### src/hw/gfx_mi_defines.vh
`ifndef GFX_MI_DEFINES_VH
`define GFX_MI_DEFINES_VH

// Alias window within graphics MMIO offsets
`define ALIAS_LO 24'h140000
`define ALIAS_HI 24'h17ffff
`define OFS_W 24

// Access size codes
`define SZ_BYTE 2'h0
`define SZ_WORD 2'h1
`define SZ_DWORD 2'h2
`define SZ_QWORD 2'h3

// Initiator codes
`define SRC_CPU 4'h0
`define SRC_PEG 4'h1
`define SRC_PEER 4'h2
`define SRC_LINK 4'h3
`define SRC_SNOOP 4'h4
`define SRC_CMD 4'h5
`define SRC_VTX 4'h6
`define SRC_ISC 4'h7
`define SRC_RCC 4'h8
`define SRC_SMP 4'h9
`define SRC_DISP 4'ha

// Graphics memory client request fields
`define GA_W 32
`define PA_W 40
`define PAGE_LSB 12
`define FENCE_N 4
`define TLB_N 4

`endif

### src/hw/gfx_tiler.v
`include "gfx_mi_defines.vh"

// Tiled address swizzle: 4KB tiles, X (512x8) or Y (128x32) walk
module gfx_tiler (
    input wire [31:0] zaddr,
    input wire tiled,
    input wire walk_y,
    input wire [3:0] pitch_tiles_log2,
    output reg [31:0] laddr
);
    reg [31:0] x;
    reg [31:0] y;
    reg [31:0] tx;
    reg [31:0] ty;
    reg [31:0] tile;
    reg [11:0] inner;
    reg [31:0] row_bytes_log2;
    always @* begin
        x = 32'h0;
        y = 32'h0;
        tx = 32'h0;
        ty = 32'h0;
        tile = 32'h0;
        inner = 12'h0;
        row_bytes_log2 = {28'h0, pitch_tiles_log2} + (walk_y ? 32'h7 : 32'h9);
        laddr = zaddr;
        if (tiled) begin
            x = zaddr & ((32'h1 << row_bytes_log2) - 32'h1);
            y = zaddr >> row_bytes_log2;
            if (walk_y) begin
                tx = x >> 7;
                ty = y >> 5;
                inner = {x[6:4], y[4:0], x[3:0]};
            end else begin
                tx = x >> 9;
                ty = y >> 3;
                inner = {y[2:0], x[8:0]};
            end
            tile = (ty << pitch_tiles_log2) + tx;
            laddr = {tile[19:0], inner};
        end
    end
endmodule

### src/hw/gfx_tlb.v
`include "gfx_mi_defines.vh"

// Small fully associative translation cache, one fill port
module gfx_tlb (
    input wire clk,
    input wire nrst,
    input wire flush,
    input wire [19:0] lookup_page,
    output reg hit,
    output reg [27:0] hit_frame,
    input wire fill,
    input wire [19:0] fill_page,
    input wire [27:0] fill_frame
);
    reg [19:0] tag [0:3];
    reg [27:0] frame [0:3];
    reg [3:0] valid;
    reg [1:0] victim;
    integer i;
    always @* begin
        hit = 1'b0;
        hit_frame = 28'h0;
        for (i = 0; i < 4; i = i + 1) begin
            if (valid[i] && tag[i] == lookup_page) begin
                hit = 1'b1;
                hit_frame = frame[i];
            end
        end
    end
    genvar g;
    generate
        for (g = 0; g < 4; g = g + 1) begin : ent
            always @(posedge clk) begin
                if (!nrst || flush) begin
                    valid[g] <= 1'b0;
                    tag[g] <= 20'h0;
                    frame[g] <= 28'h0;
                end else if (fill && victim == g) begin
                    valid[g] <= 1'b1;
                    tag[g] <= fill_page;
                    frame[g] <= fill_frame;
                end
            end
        end
    endgenerate
    always @(posedge clk) begin
        if (!nrst || flush)
            victim <= 2'h0;
        else if (fill)
            victim <= victim + 2'h1;
    end
endmodule

### src/hw/gfx_mi_front.v
// Overview of operation
// - Alias window offsets map onto controller registers
// - Only aligned word, dword, qword sizes
// - Attributes forwarded unchanged from controller space
// - Alias reached only by host CPU
// - Command streamer load into alias discarded
// - Command streamer store from alias reads zero
// - Window reachable from function 0 and 1
// - Alias off when memory space or power off
// - External addresses rebased to zero first
// - Tile when fenced or surface says tiled
// - Translate via table and TLB, then access
// - CPU aperture accesses never snoop after translation
// - Host CPU may read and write
// - Expansion port client may only write
// - Peer devices write only, mapped range
// - Register accesses over peer link refused
// - Listed internal clients are read only
// - Render cache rw, snooped client rw snooped
`include "gfx_mi_defines.vh"

module gfx_mi_front (
    // Clock and reset
    input wire CLK,
    input wire NRST,
    // MMIO request from the host side
    input wire MMIO_REQ,
    input wire MMIO_WR,
    input wire MMIO_FUNC,
    input wire [3:0] MMIO_SRC,
    input wire [23:0] MMIO_OFS,
    input wire [1:0] MMIO_SIZE,
    input wire [63:0] MMIO_WDATA,
    input wire [7:0] MMIO_BE,
    // Function enables and power
    input wire FUNC0_MEM_EN,
    input wire FUNC1_MEM_EN,
    input wire ALIAS_POWER_OK,
    // MMIO response
    output reg MMIO_ACK,
    output reg [63:0] MMIO_RDATA,
    output reg MMIO_HIT,
    // Controller register space port
    output reg MC_REQ,
    output reg MC_WR,
    output reg [23:0] MC_OFS,
    output reg [1:0] MC_SIZE,
    output reg [63:0] MC_WDATA,
    output reg [7:0] MC_BE,
    output reg MC_TRUSTED,
    input wire TRUSTED_LAUNCH_MODE,
    input wire MC_ACK,
    input wire [63:0] MC_RDATA,
    // Graphics memory client request
    input wire GM_REQ,
    input wire GM_WR,
    input wire [3:0] GM_SRC,
    input wire [31:0] GM_ADDR,
    input wire GM_EXTERNAL,
    input wire GM_SURF_TILED,
    input wire GM_SURF_WALK_Y,
    input wire [3:0] GM_SURF_PITCH_LOG2,
    input wire [31:0] GM_RANGE_BASE,
    // Fence table, four regions
    input wire [127:0] FENCE_LO,
    input wire [127:0] FENCE_HI,
    input wire [3:0] FENCE_VALID,
    input wire [3:0] FENCE_WALK_Y,
    input wire [15:0] FENCE_PITCH_LOG2,
    // Translation table fetch
    output reg TT_REQ,
    output reg [19:0] TT_PAGE,
    input wire TT_ACK,
    input wire [27:0] TT_FRAME,
    input wire TT_VALID,
    input wire TLB_FLUSH,
    // Physical memory access
    output reg PM_REQ,
    output reg PM_WR,
    output reg [39:0] PM_ADDR,
    output reg PM_SNOOP,
    input wire PM_ACK,
    // Client status
    output reg GM_ACK,
    output reg GM_ERR
);
    // ---------------------------------------------------------------
    // Decode helpers
    // ---------------------------------------------------------------
    function in_alias;
        input [23:0] ofs;
        begin
            in_alias = (ofs >= `ALIAS_LO) && (ofs <= `ALIAS_HI);
        end
    endfunction

    function size_ok;
        input [1:0] sz;
        input [23:0] ofs;
        begin
            case (sz)
                `SZ_WORD: size_ok = (ofs[0] == 1'b0);
                `SZ_DWORD: size_ok = (ofs[1:0] == 2'h0);
                `SZ_QWORD: size_ok = (ofs[2:0] == 3'h0);
                default: size_ok = 1'b0;
            endcase
        end
    endfunction

    function client_ok;
        input [3:0] src;
        input wr;
        begin
            case (src)
                `SRC_CPU: client_ok = 1'b1;
                `SRC_PEG: client_ok = wr;
                `SRC_PEER: client_ok = wr;
                `SRC_CMD, `SRC_VTX, `SRC_ISC, `SRC_SMP, `SRC_DISP:
                    client_ok = !wr;
                `SRC_RCC, `SRC_SNOOP: client_ok = 1'b1;
                default: client_ok = 1'b0;
            endcase
        end
    endfunction

    // ---------------------------------------------------------------
    // Input synchronisers for asynchronous enables
    // ---------------------------------------------------------------
    reg [2:0] en_meta;
    reg [2:0] en_sync;
    always @(posedge CLK) begin
        if (!NRST) begin
            en_meta <= 3'h0;
            en_sync <= 3'h0;
        end else begin
            en_meta <= {ALIAS_POWER_OK, FUNC1_MEM_EN, FUNC0_MEM_EN};
            en_sync <= en_meta;
        end
    end

    // ---------------------------------------------------------------
    // MMIO alias path
    // ---------------------------------------------------------------
    localparam M_IDLE = 2'h0;
    localparam M_WAIT = 2'h1;
    reg [1:0] mstate;
    wire func_en = MMIO_FUNC ? en_sync[1] : en_sync[0];
    wire alias_on = func_en && en_sync[2];
    wire alias_sel = in_alias(MMIO_OFS) && alias_on;
    wire legal_sz = size_ok(MMIO_SIZE, MMIO_OFS);
    wire from_cpu = (MMIO_SRC == `SRC_CPU);
    wire from_link = (MMIO_SRC == `SRC_LINK);
    wire forward = alias_sel && legal_sz && from_cpu;

    always @(posedge CLK) begin
        if (!NRST) begin
            mstate <= M_IDLE;
            MMIO_ACK <= 1'b0;
            MMIO_RDATA <= 64'h0;
            MMIO_HIT <= 1'b0;
            MC_REQ <= 1'b0;
            MC_WR <= 1'b0;
            MC_OFS <= 24'h0;
            MC_SIZE <= `SZ_BYTE;
            MC_WDATA <= 64'h0;
            MC_BE <= 8'h0;
            MC_TRUSTED <= 1'b0;
        end else begin
            MMIO_ACK <= 1'b0;
            case (mstate)
                M_IDLE: begin
                    if (MMIO_REQ) begin
                        MMIO_HIT <= alias_sel && !from_link;
                        if (forward) begin
                            MC_REQ <= 1'b1;
                            MC_WR <= MMIO_WR;
                            MC_OFS <= MMIO_OFS - `ALIAS_LO;
                            MC_SIZE <= MMIO_SIZE;
                            MC_WDATA <= MMIO_WDATA;
                            MC_BE <= MMIO_BE;
                            MC_TRUSTED <= TRUSTED_LAUNCH_MODE;
                            mstate <= M_WAIT;
                        end else begin
                            // Load discarded, store and bad size read zero
                            MMIO_ACK <= 1'b1;
                            MMIO_RDATA <= 64'h0;
                        end
                    end
                end
                M_WAIT: begin
                    if (MC_ACK) begin
                        MC_REQ <= 1'b0;
                        MMIO_ACK <= 1'b1;
                        MMIO_RDATA <= MC_WR ? 64'h0 : MC_RDATA;
                        mstate <= M_IDLE;
                    end
                end
                default: mstate <= M_IDLE;
            endcase
        end
    end

    // ---------------------------------------------------------------
    // Graphics memory address path
    // ---------------------------------------------------------------
    localparam G_IDLE = 3'h0;
    localparam G_LOOK = 3'h1;
    localparam G_FETCH = 3'h2;
    localparam G_MEM = 3'h3;
    reg [2:0] gstate;
    reg [31:0] zaddr;
    reg greq_wr;
    reg greq_cpu;

    wire [31:0] zero_based = GM_EXTERNAL ? GM_ADDR - GM_RANGE_BASE : GM_ADDR;

    // ---------------------------------------------------------------
    // Fence lookup and tiling
    // ---------------------------------------------------------------
    reg fenced;
    reg fwalk;
    reg [3:0] fpitch;
    integer f;
    always @* begin
        fenced = 1'b0;
        fwalk = 1'b0;
        fpitch = 4'h0;
        for (f = 0; f < `FENCE_N; f = f + 1) begin
            if (FENCE_VALID[f] && zaddr >= FENCE_LO[f*32 +: 32] &&
                zaddr <= FENCE_HI[f*32 +: 32]) begin
                fenced = 1'b1;
                fwalk = FENCE_WALK_Y[f];
                fpitch = FENCE_PITCH_LOG2[f*4 +: 4];
            end
        end
    end

    reg surf_tiled;
    reg surf_walk;
    reg [3:0] surf_pitch;
    wire [31:0] laddr;
    gfx_tiler tiler (
        .zaddr(zaddr),
        .tiled(fenced || surf_tiled),
        .walk_y(fenced ? fwalk : surf_walk),
        .pitch_tiles_log2(fenced ? fpitch : surf_pitch),
        .laddr(laddr)
    );

    // ---------------------------------------------------------------
    // Translation cache
    // ---------------------------------------------------------------
    wire tlb_hit;
    wire [27:0] tlb_frame;
    wire tlb_fill = (gstate == G_FETCH) && TT_ACK && TT_VALID;
    gfx_tlb tlb (
        .clk(CLK),
        .nrst(NRST),
        .flush(TLB_FLUSH),
        .lookup_page(laddr[31:12]),
        .hit(tlb_hit),
        .hit_frame(tlb_frame),
        .fill(tlb_fill),
        .fill_page(laddr[31:12]),
        .fill_frame(TT_FRAME)
    );

    // ---------------------------------------------------------------
    // Address path sequencer
    // ---------------------------------------------------------------
    always @(posedge CLK) begin
        if (!NRST) begin
            gstate <= G_IDLE;
            zaddr <= 32'h0;
            greq_wr <= 1'b0;
            greq_cpu <= 1'b0;
            surf_tiled <= 1'b0;
            surf_walk <= 1'b0;
            surf_pitch <= 4'h0;
            TT_REQ <= 1'b0;
            TT_PAGE <= 20'h0;
            PM_REQ <= 1'b0;
            PM_WR <= 1'b0;
            PM_ADDR <= 40'h0;
            PM_SNOOP <= 1'b0;
            GM_ACK <= 1'b0;
            GM_ERR <= 1'b0;
        end else begin
            GM_ACK <= 1'b0;
            GM_ERR <= 1'b0;
            case (gstate)
                G_IDLE: begin
                    if (GM_REQ) begin
                        if (client_ok(GM_SRC, GM_WR)) begin
                            zaddr <= zero_based;
                            greq_wr <= GM_WR;
                            greq_cpu <= (GM_SRC == `SRC_CPU);
                            surf_tiled <= GM_SURF_TILED;
                            surf_walk <= GM_SURF_WALK_Y;
                            surf_pitch <= GM_SURF_PITCH_LOG2;
                            PM_SNOOP <= (GM_SRC == `SRC_SNOOP);
                            gstate <= G_LOOK;
                        end else begin
                            GM_ACK <= 1'b1;
                            GM_ERR <= 1'b1;
                        end
                    end
                end
                G_LOOK: begin
                    if (tlb_hit) begin
                        PM_REQ <= 1'b1;
                        PM_WR <= greq_wr;
                        PM_ADDR <= {tlb_frame, laddr[11:0]};
                        gstate <= G_MEM;
                    end else begin
                        TT_REQ <= 1'b1;
                        TT_PAGE <= laddr[31:12];
                        gstate <= G_FETCH;
                    end
                end
                G_FETCH: begin
                    if (TT_ACK) begin
                        TT_REQ <= 1'b0;
                        if (TT_VALID) begin
                            gstate <= G_LOOK;
                        end else begin
                            // CPU reads through invalid entries complete silently
                            GM_ACK <= 1'b1;
                            GM_ERR <= !(greq_cpu && !greq_wr);
                            gstate <= G_IDLE;
                        end
                    end
                end
                G_MEM: begin
                    if (PM_ACK) begin
                        PM_REQ <= 1'b0;
                        GM_ACK <= 1'b1;
                        gstate <= G_IDLE;
                    end
                end
                default: gstate <= G_IDLE;
            endcase
        end
    end
endmodule

### config.mk
export PLATFORM = sky130hd
export DESIGN_NAME = gfx_mi_front
export DESIGN_NICKNAME = d
export VERILOG_FILES = /design/src/hw/gfx_tiler.v /design/src/hw/gfx_tlb.v /design/src/hw/gfx_mi_front.v
export VERILOG_INCLUDE_DIRS = /design/src /design/src/hw
export SDC_FILE = /design/constraint.sdc
export NUM_CORES = 2
export LEC_CHECK = 0
export BUFFER_PORTS_ARGS = -buffer_cell sky130_fd_sc_hd__buf_2
export CAP_MARGIN = 20
export CORE_AREA = 4 4 312 314
export CTS_CLUSTER_DIAMETER = 30
export DETAILED_ROUTE_END_ITERATION = 6
export DIE_AREA = 0 0 316 318
export GPL_ROUTABILITY_DRIVEN = 1
export PLACE_DENSITY = 0.6
export SKIP_LAST_GASP = 1
export SYNTH_ARGS = -nofsm -noshare
export SYNTH_HDL_FRONTEND = slang
export SYNTH_SLANG_ARGS = --single-unit
### constraint.sdc
create_clock -name CLK -period 14.1 [get_ports CLK]
set_input_delay 1.41 -clock CLK [delete_from_list [all_inputs] [get_ports CLK]]
set_output_delay 1.41 -clock CLK [all_outputs]
set_load 0.01 [all_outputs]
==> results.py <==
metrics = {
    "setup_path": {
        "crit_arrival_ns": 14.01,
        "crit_slowest_cell": "a211oi_1",
        "path_delay_family": "compound AO/OA/AOI/OAI gates",
        "criticalPathCategory": "input pin to flip-flop",
        "worst_setup_path_end_kind": "flip-flop",
        "cp_slowest_stage_delay_ns": 0.77,
        "critPathBufInv": 6,
        "path_common_cell": "a2111oi_0",
        "critPathRequiredTime_ns": 14.68,
        "r2r_setup_slack_ns": 0.68,
        "cp-start-kind": "input pin",
        "cp_max_fo": 51,
    },
    "logic_synthesis": {
        "ys_seq_elements": 479,
        "ys_seq_area_share_pct": 32.4,
        "ys_warn_count": 0,
        "synth_cells": 4262,
        "synth.distinct_cells": 94,
        "netlist_top_cells_area": "edfxtp_1 16%, dfxtp_1 16%, ha_1 11%, nand2_1 5.2%, inv_1 3.6%",
        "syn_area_mm2": 0.0355,
        "async_flop_share_pct": 0,
        "netlist.area_leader.share_pct": 16.2,
        "synth_edf_count": 192,
        "syn_area_per_cell_um2": 8.33,
        "synthesis.nets": 5150,
        "synth-main-ff-cell": "dfxtp_1",
        "synth_top_area_cell": "edfxtp_1",
        "ys_top_cells_by_count": "495 x nand2_1, 342 x inv_1, 320 x ha_1",
        "yosysMostFrequentCell": "nand2_1",
    },
    "sta": {
        "period_minus_slack_ns": 13.44,
        "worst_slew_pin_slew_ns": 1.09,
        "finClkSkew_ns": 0.0806,
        "slew_viol_final": 0,
        "setup_viol": 0,
        "rsz0062_at_grt": "false",
        "fin_crit_sh_pct": 95.3,
        "hold_slack_ns": 0.439,
        "relSlewSlack_pct": 26.6,
        "max_freq_mhz": 74.4,
        "finalHoldViolCount": 0,
    },
    "die": {
        "die_width_um": 316,
        "rows": 113,
        "design.core.area_mm2": 0.0946,
        "dieArea_mm2": 0.100,
        "die_h_um": 318,
        "start_util_pct": 37.5,
        "ios": 798,
    },
    "final_layout": {
        "nFillCells": 9236,
        "layout-drive-gt1-share_pct": 24.3,
        "layout.nets": 5900,
        "syn_to_final_growth_pct": 27.7,
        "final_util_pct": 47.9,
    },
    "clock_network": {
        "cts_inserted_buffers": 116,
        "clock_latency_ns": 0.70,
        "clkSinkCount": 479,
        "cts.clk_slew.worst_paths_ns": 0.05,
        "htreeDepth": 3,
        "cts_tree": "yes",
        "cts_buffer_depth": 3,
        "cts_hold_buf": 0,
        "cts_root_buf": "clkbuf_16",
    },
    "routing": {
        "firstDrtPassIters": 6,
        "dr.max_layer_used": "met4",
        "dr_wl_met2_mm": 74.5,
        "ant_nets": 0,
        "num_vias": 36859,
        "drtIter0Drc": 3622,
        "wl_met1_mm": 70.3,
        "drc_errors": 0,
        "wl_per_cell_um": 25.9,
        "routed_wl_mm": 166,
        "via_per_inst": 5.75,
        "wl_met3_mm": 14.1,
    },
    "global_route": {
        "grt_use_total_pct": 31.3,
        "grt_pass1_vias": 35061,
        "grt_pass1_wl_mm": 236,
        "antenna_found_initial": 42,
        "grt_max_degree": 113,
        "grt_overflow_total": 0,
    },
    "pwr": {
        "ir_worst_vdd_uv": 110,
        "power.density_mw_per_mm2": 156,
        "p_leak_nw": 21.9,
    },
    "outcome": {
        "status": "finished, final reports clean",
    },
    "flow_run": {
        "max_cap_viol_count": 0,
    },
    "place": {
        "hpwlAfterDp_mm": 126,
        "io_buffers": 797,
        "gp_congestion": 0.992,
    },
    "min_path": {
        "holdCritPathClass": "flip-flop to flip-flop",
    },
}
[cells by family after synthesis]
group,share of synthesized area (%)
buffers and inverters,7.06
AOI/OAI and AO/OA,22.1
adders and majority gates,11.5
and+or+nand+nor,19.9
xor gates and xnor gates,3.13
muxes,3.95
DFF,32.4
[stage by stage]
| step | TNS [ns] | setup slack, ns | power [mW] | instances | cell area, um^2 |
|---|---|---|---|---|---|
| after floorplan | 0 | 0.398 | 3.28 | 4262 | 35500 |
| after global placement | -29.24 | -0.507 | 4.19 | 6153 | 40900 |
| after detailed placement | 0 | 0.00848 | 4.18 | 6155 | 40900 |
| after CTS | 0 | 0.491 | 7.02 | 6376 | 45100 |
| after global routing | 0 | 0.0210 | 7.39 | 6409 | 45300 |
| final | 0 | 0.664 | 7.08 | 6412 | 45300 |
[worst paths after layout]
| kind | start | to | cells after the start |
|---|---|---|---|
| setup / recovery | FENCE_LO[61] | PM_ADDR[21] | 46 |
| hold / removal | tlb.valid[1] | tlb.valid[1] | 2 |
| setup reg to reg | zaddr[19] | PM_ADDR[21] | 44 |
| hold reg to reg | tlb.valid[1] | tlb.valid[1] | 2 |
[registers in the layout, summed over array words and instances, names as in the netlist, 20 cells and up]
name and cells:
tlb.frame 112, tlb.tag 80, zaddr 32, PM_ADDR 40
MC_WDATA 64, MC_OFS 24, TT_PAGE 20, MMIO_RDATA 64
[metal layers]
layer  global-route usage, %  up-vias
li1                        -    16998
met4                    12.2        0
met3                    5.78      357
met2                    49.0     1753
met1                    42.5    17751
met5                       0        -
[tightest hold or removal path: stages (launching register included)]
cell and delay [ns]:
dfxtp_1 0.30, nand2_1 0.05, nand2_1 0.04
[cell type report]
type / count / area [um^2] / share of cell area, %
clock inverters: 92 / 1150 / 2.53
diodes: 32 / 80.1 / 0.177
inverters: 345 / 1300 / 2.87
clock buffers: 129 / 3040 / 6.72
flip-flops and latches: 479 / 11500 / 25.4
repair buffers: 922 / 4950 / 10.9
well taps: 1265 / 1580 / 3.49
multi-input cells: 3148 / 21700 / 47.9
[what timing repair did]
action | in CTS | in global routing
endpoints found under the hold margin | 0 | 0
setup endpoints to repair | 0 | 64
resized for setup | 0 | 10
setup buffers | 0 | 2
[power breakdown]
part           leakage, nW  switching, mW  total (mW)  internal [mW]
clock network         1.97          0.939        2.83           1.89
logic                 15.4           1.74        2.70          0.960
registers             4.46         0.0651        1.55           1.49
[placed cells by master, fill, tap and decap left out, types with 30 or more instances in the layout]
| cell type | instances |
|---|---|
| xor2_1 | 58 |
| a211oi_1 | 37 |
| o21ai_1 | 39 |
| o211ai_1 | 63 |
| and2_1 | 33 |
| dfxtp_1 | 287 |
| nand2_1 | 491 |
| clkbuf_16 | 117 |
| nor2_1 | 289 |
| a21boi_0 | 121 |
| xnor2_1 | 67 |
| nor2b_1 | 59 |
| inv_1 | 341 |
| nand3b_1 | 53 |
| and3_1 | 134 |
| buf_2 | 796 |
| o211a_1 | 59 |
| ha_1 | 319 |
| a21oi_1 | 236 |
| diode_2 | 32 |
| nor3_1 | 60 |
| a21o_1 | 58 |
| nand3_1 | 139 |
| mux2_2 | 30 |
| edfxtp_1 | 192 |
| a22oi_1 | 39 |
| o21ai_0 | 168 |
| buf_4 | 122 |
| mux2i_1 | 69 |
| a22o_1 | 33 |
| nand4_1 | 61 |
Note: power is estimated with default switching activity, not from simulation.
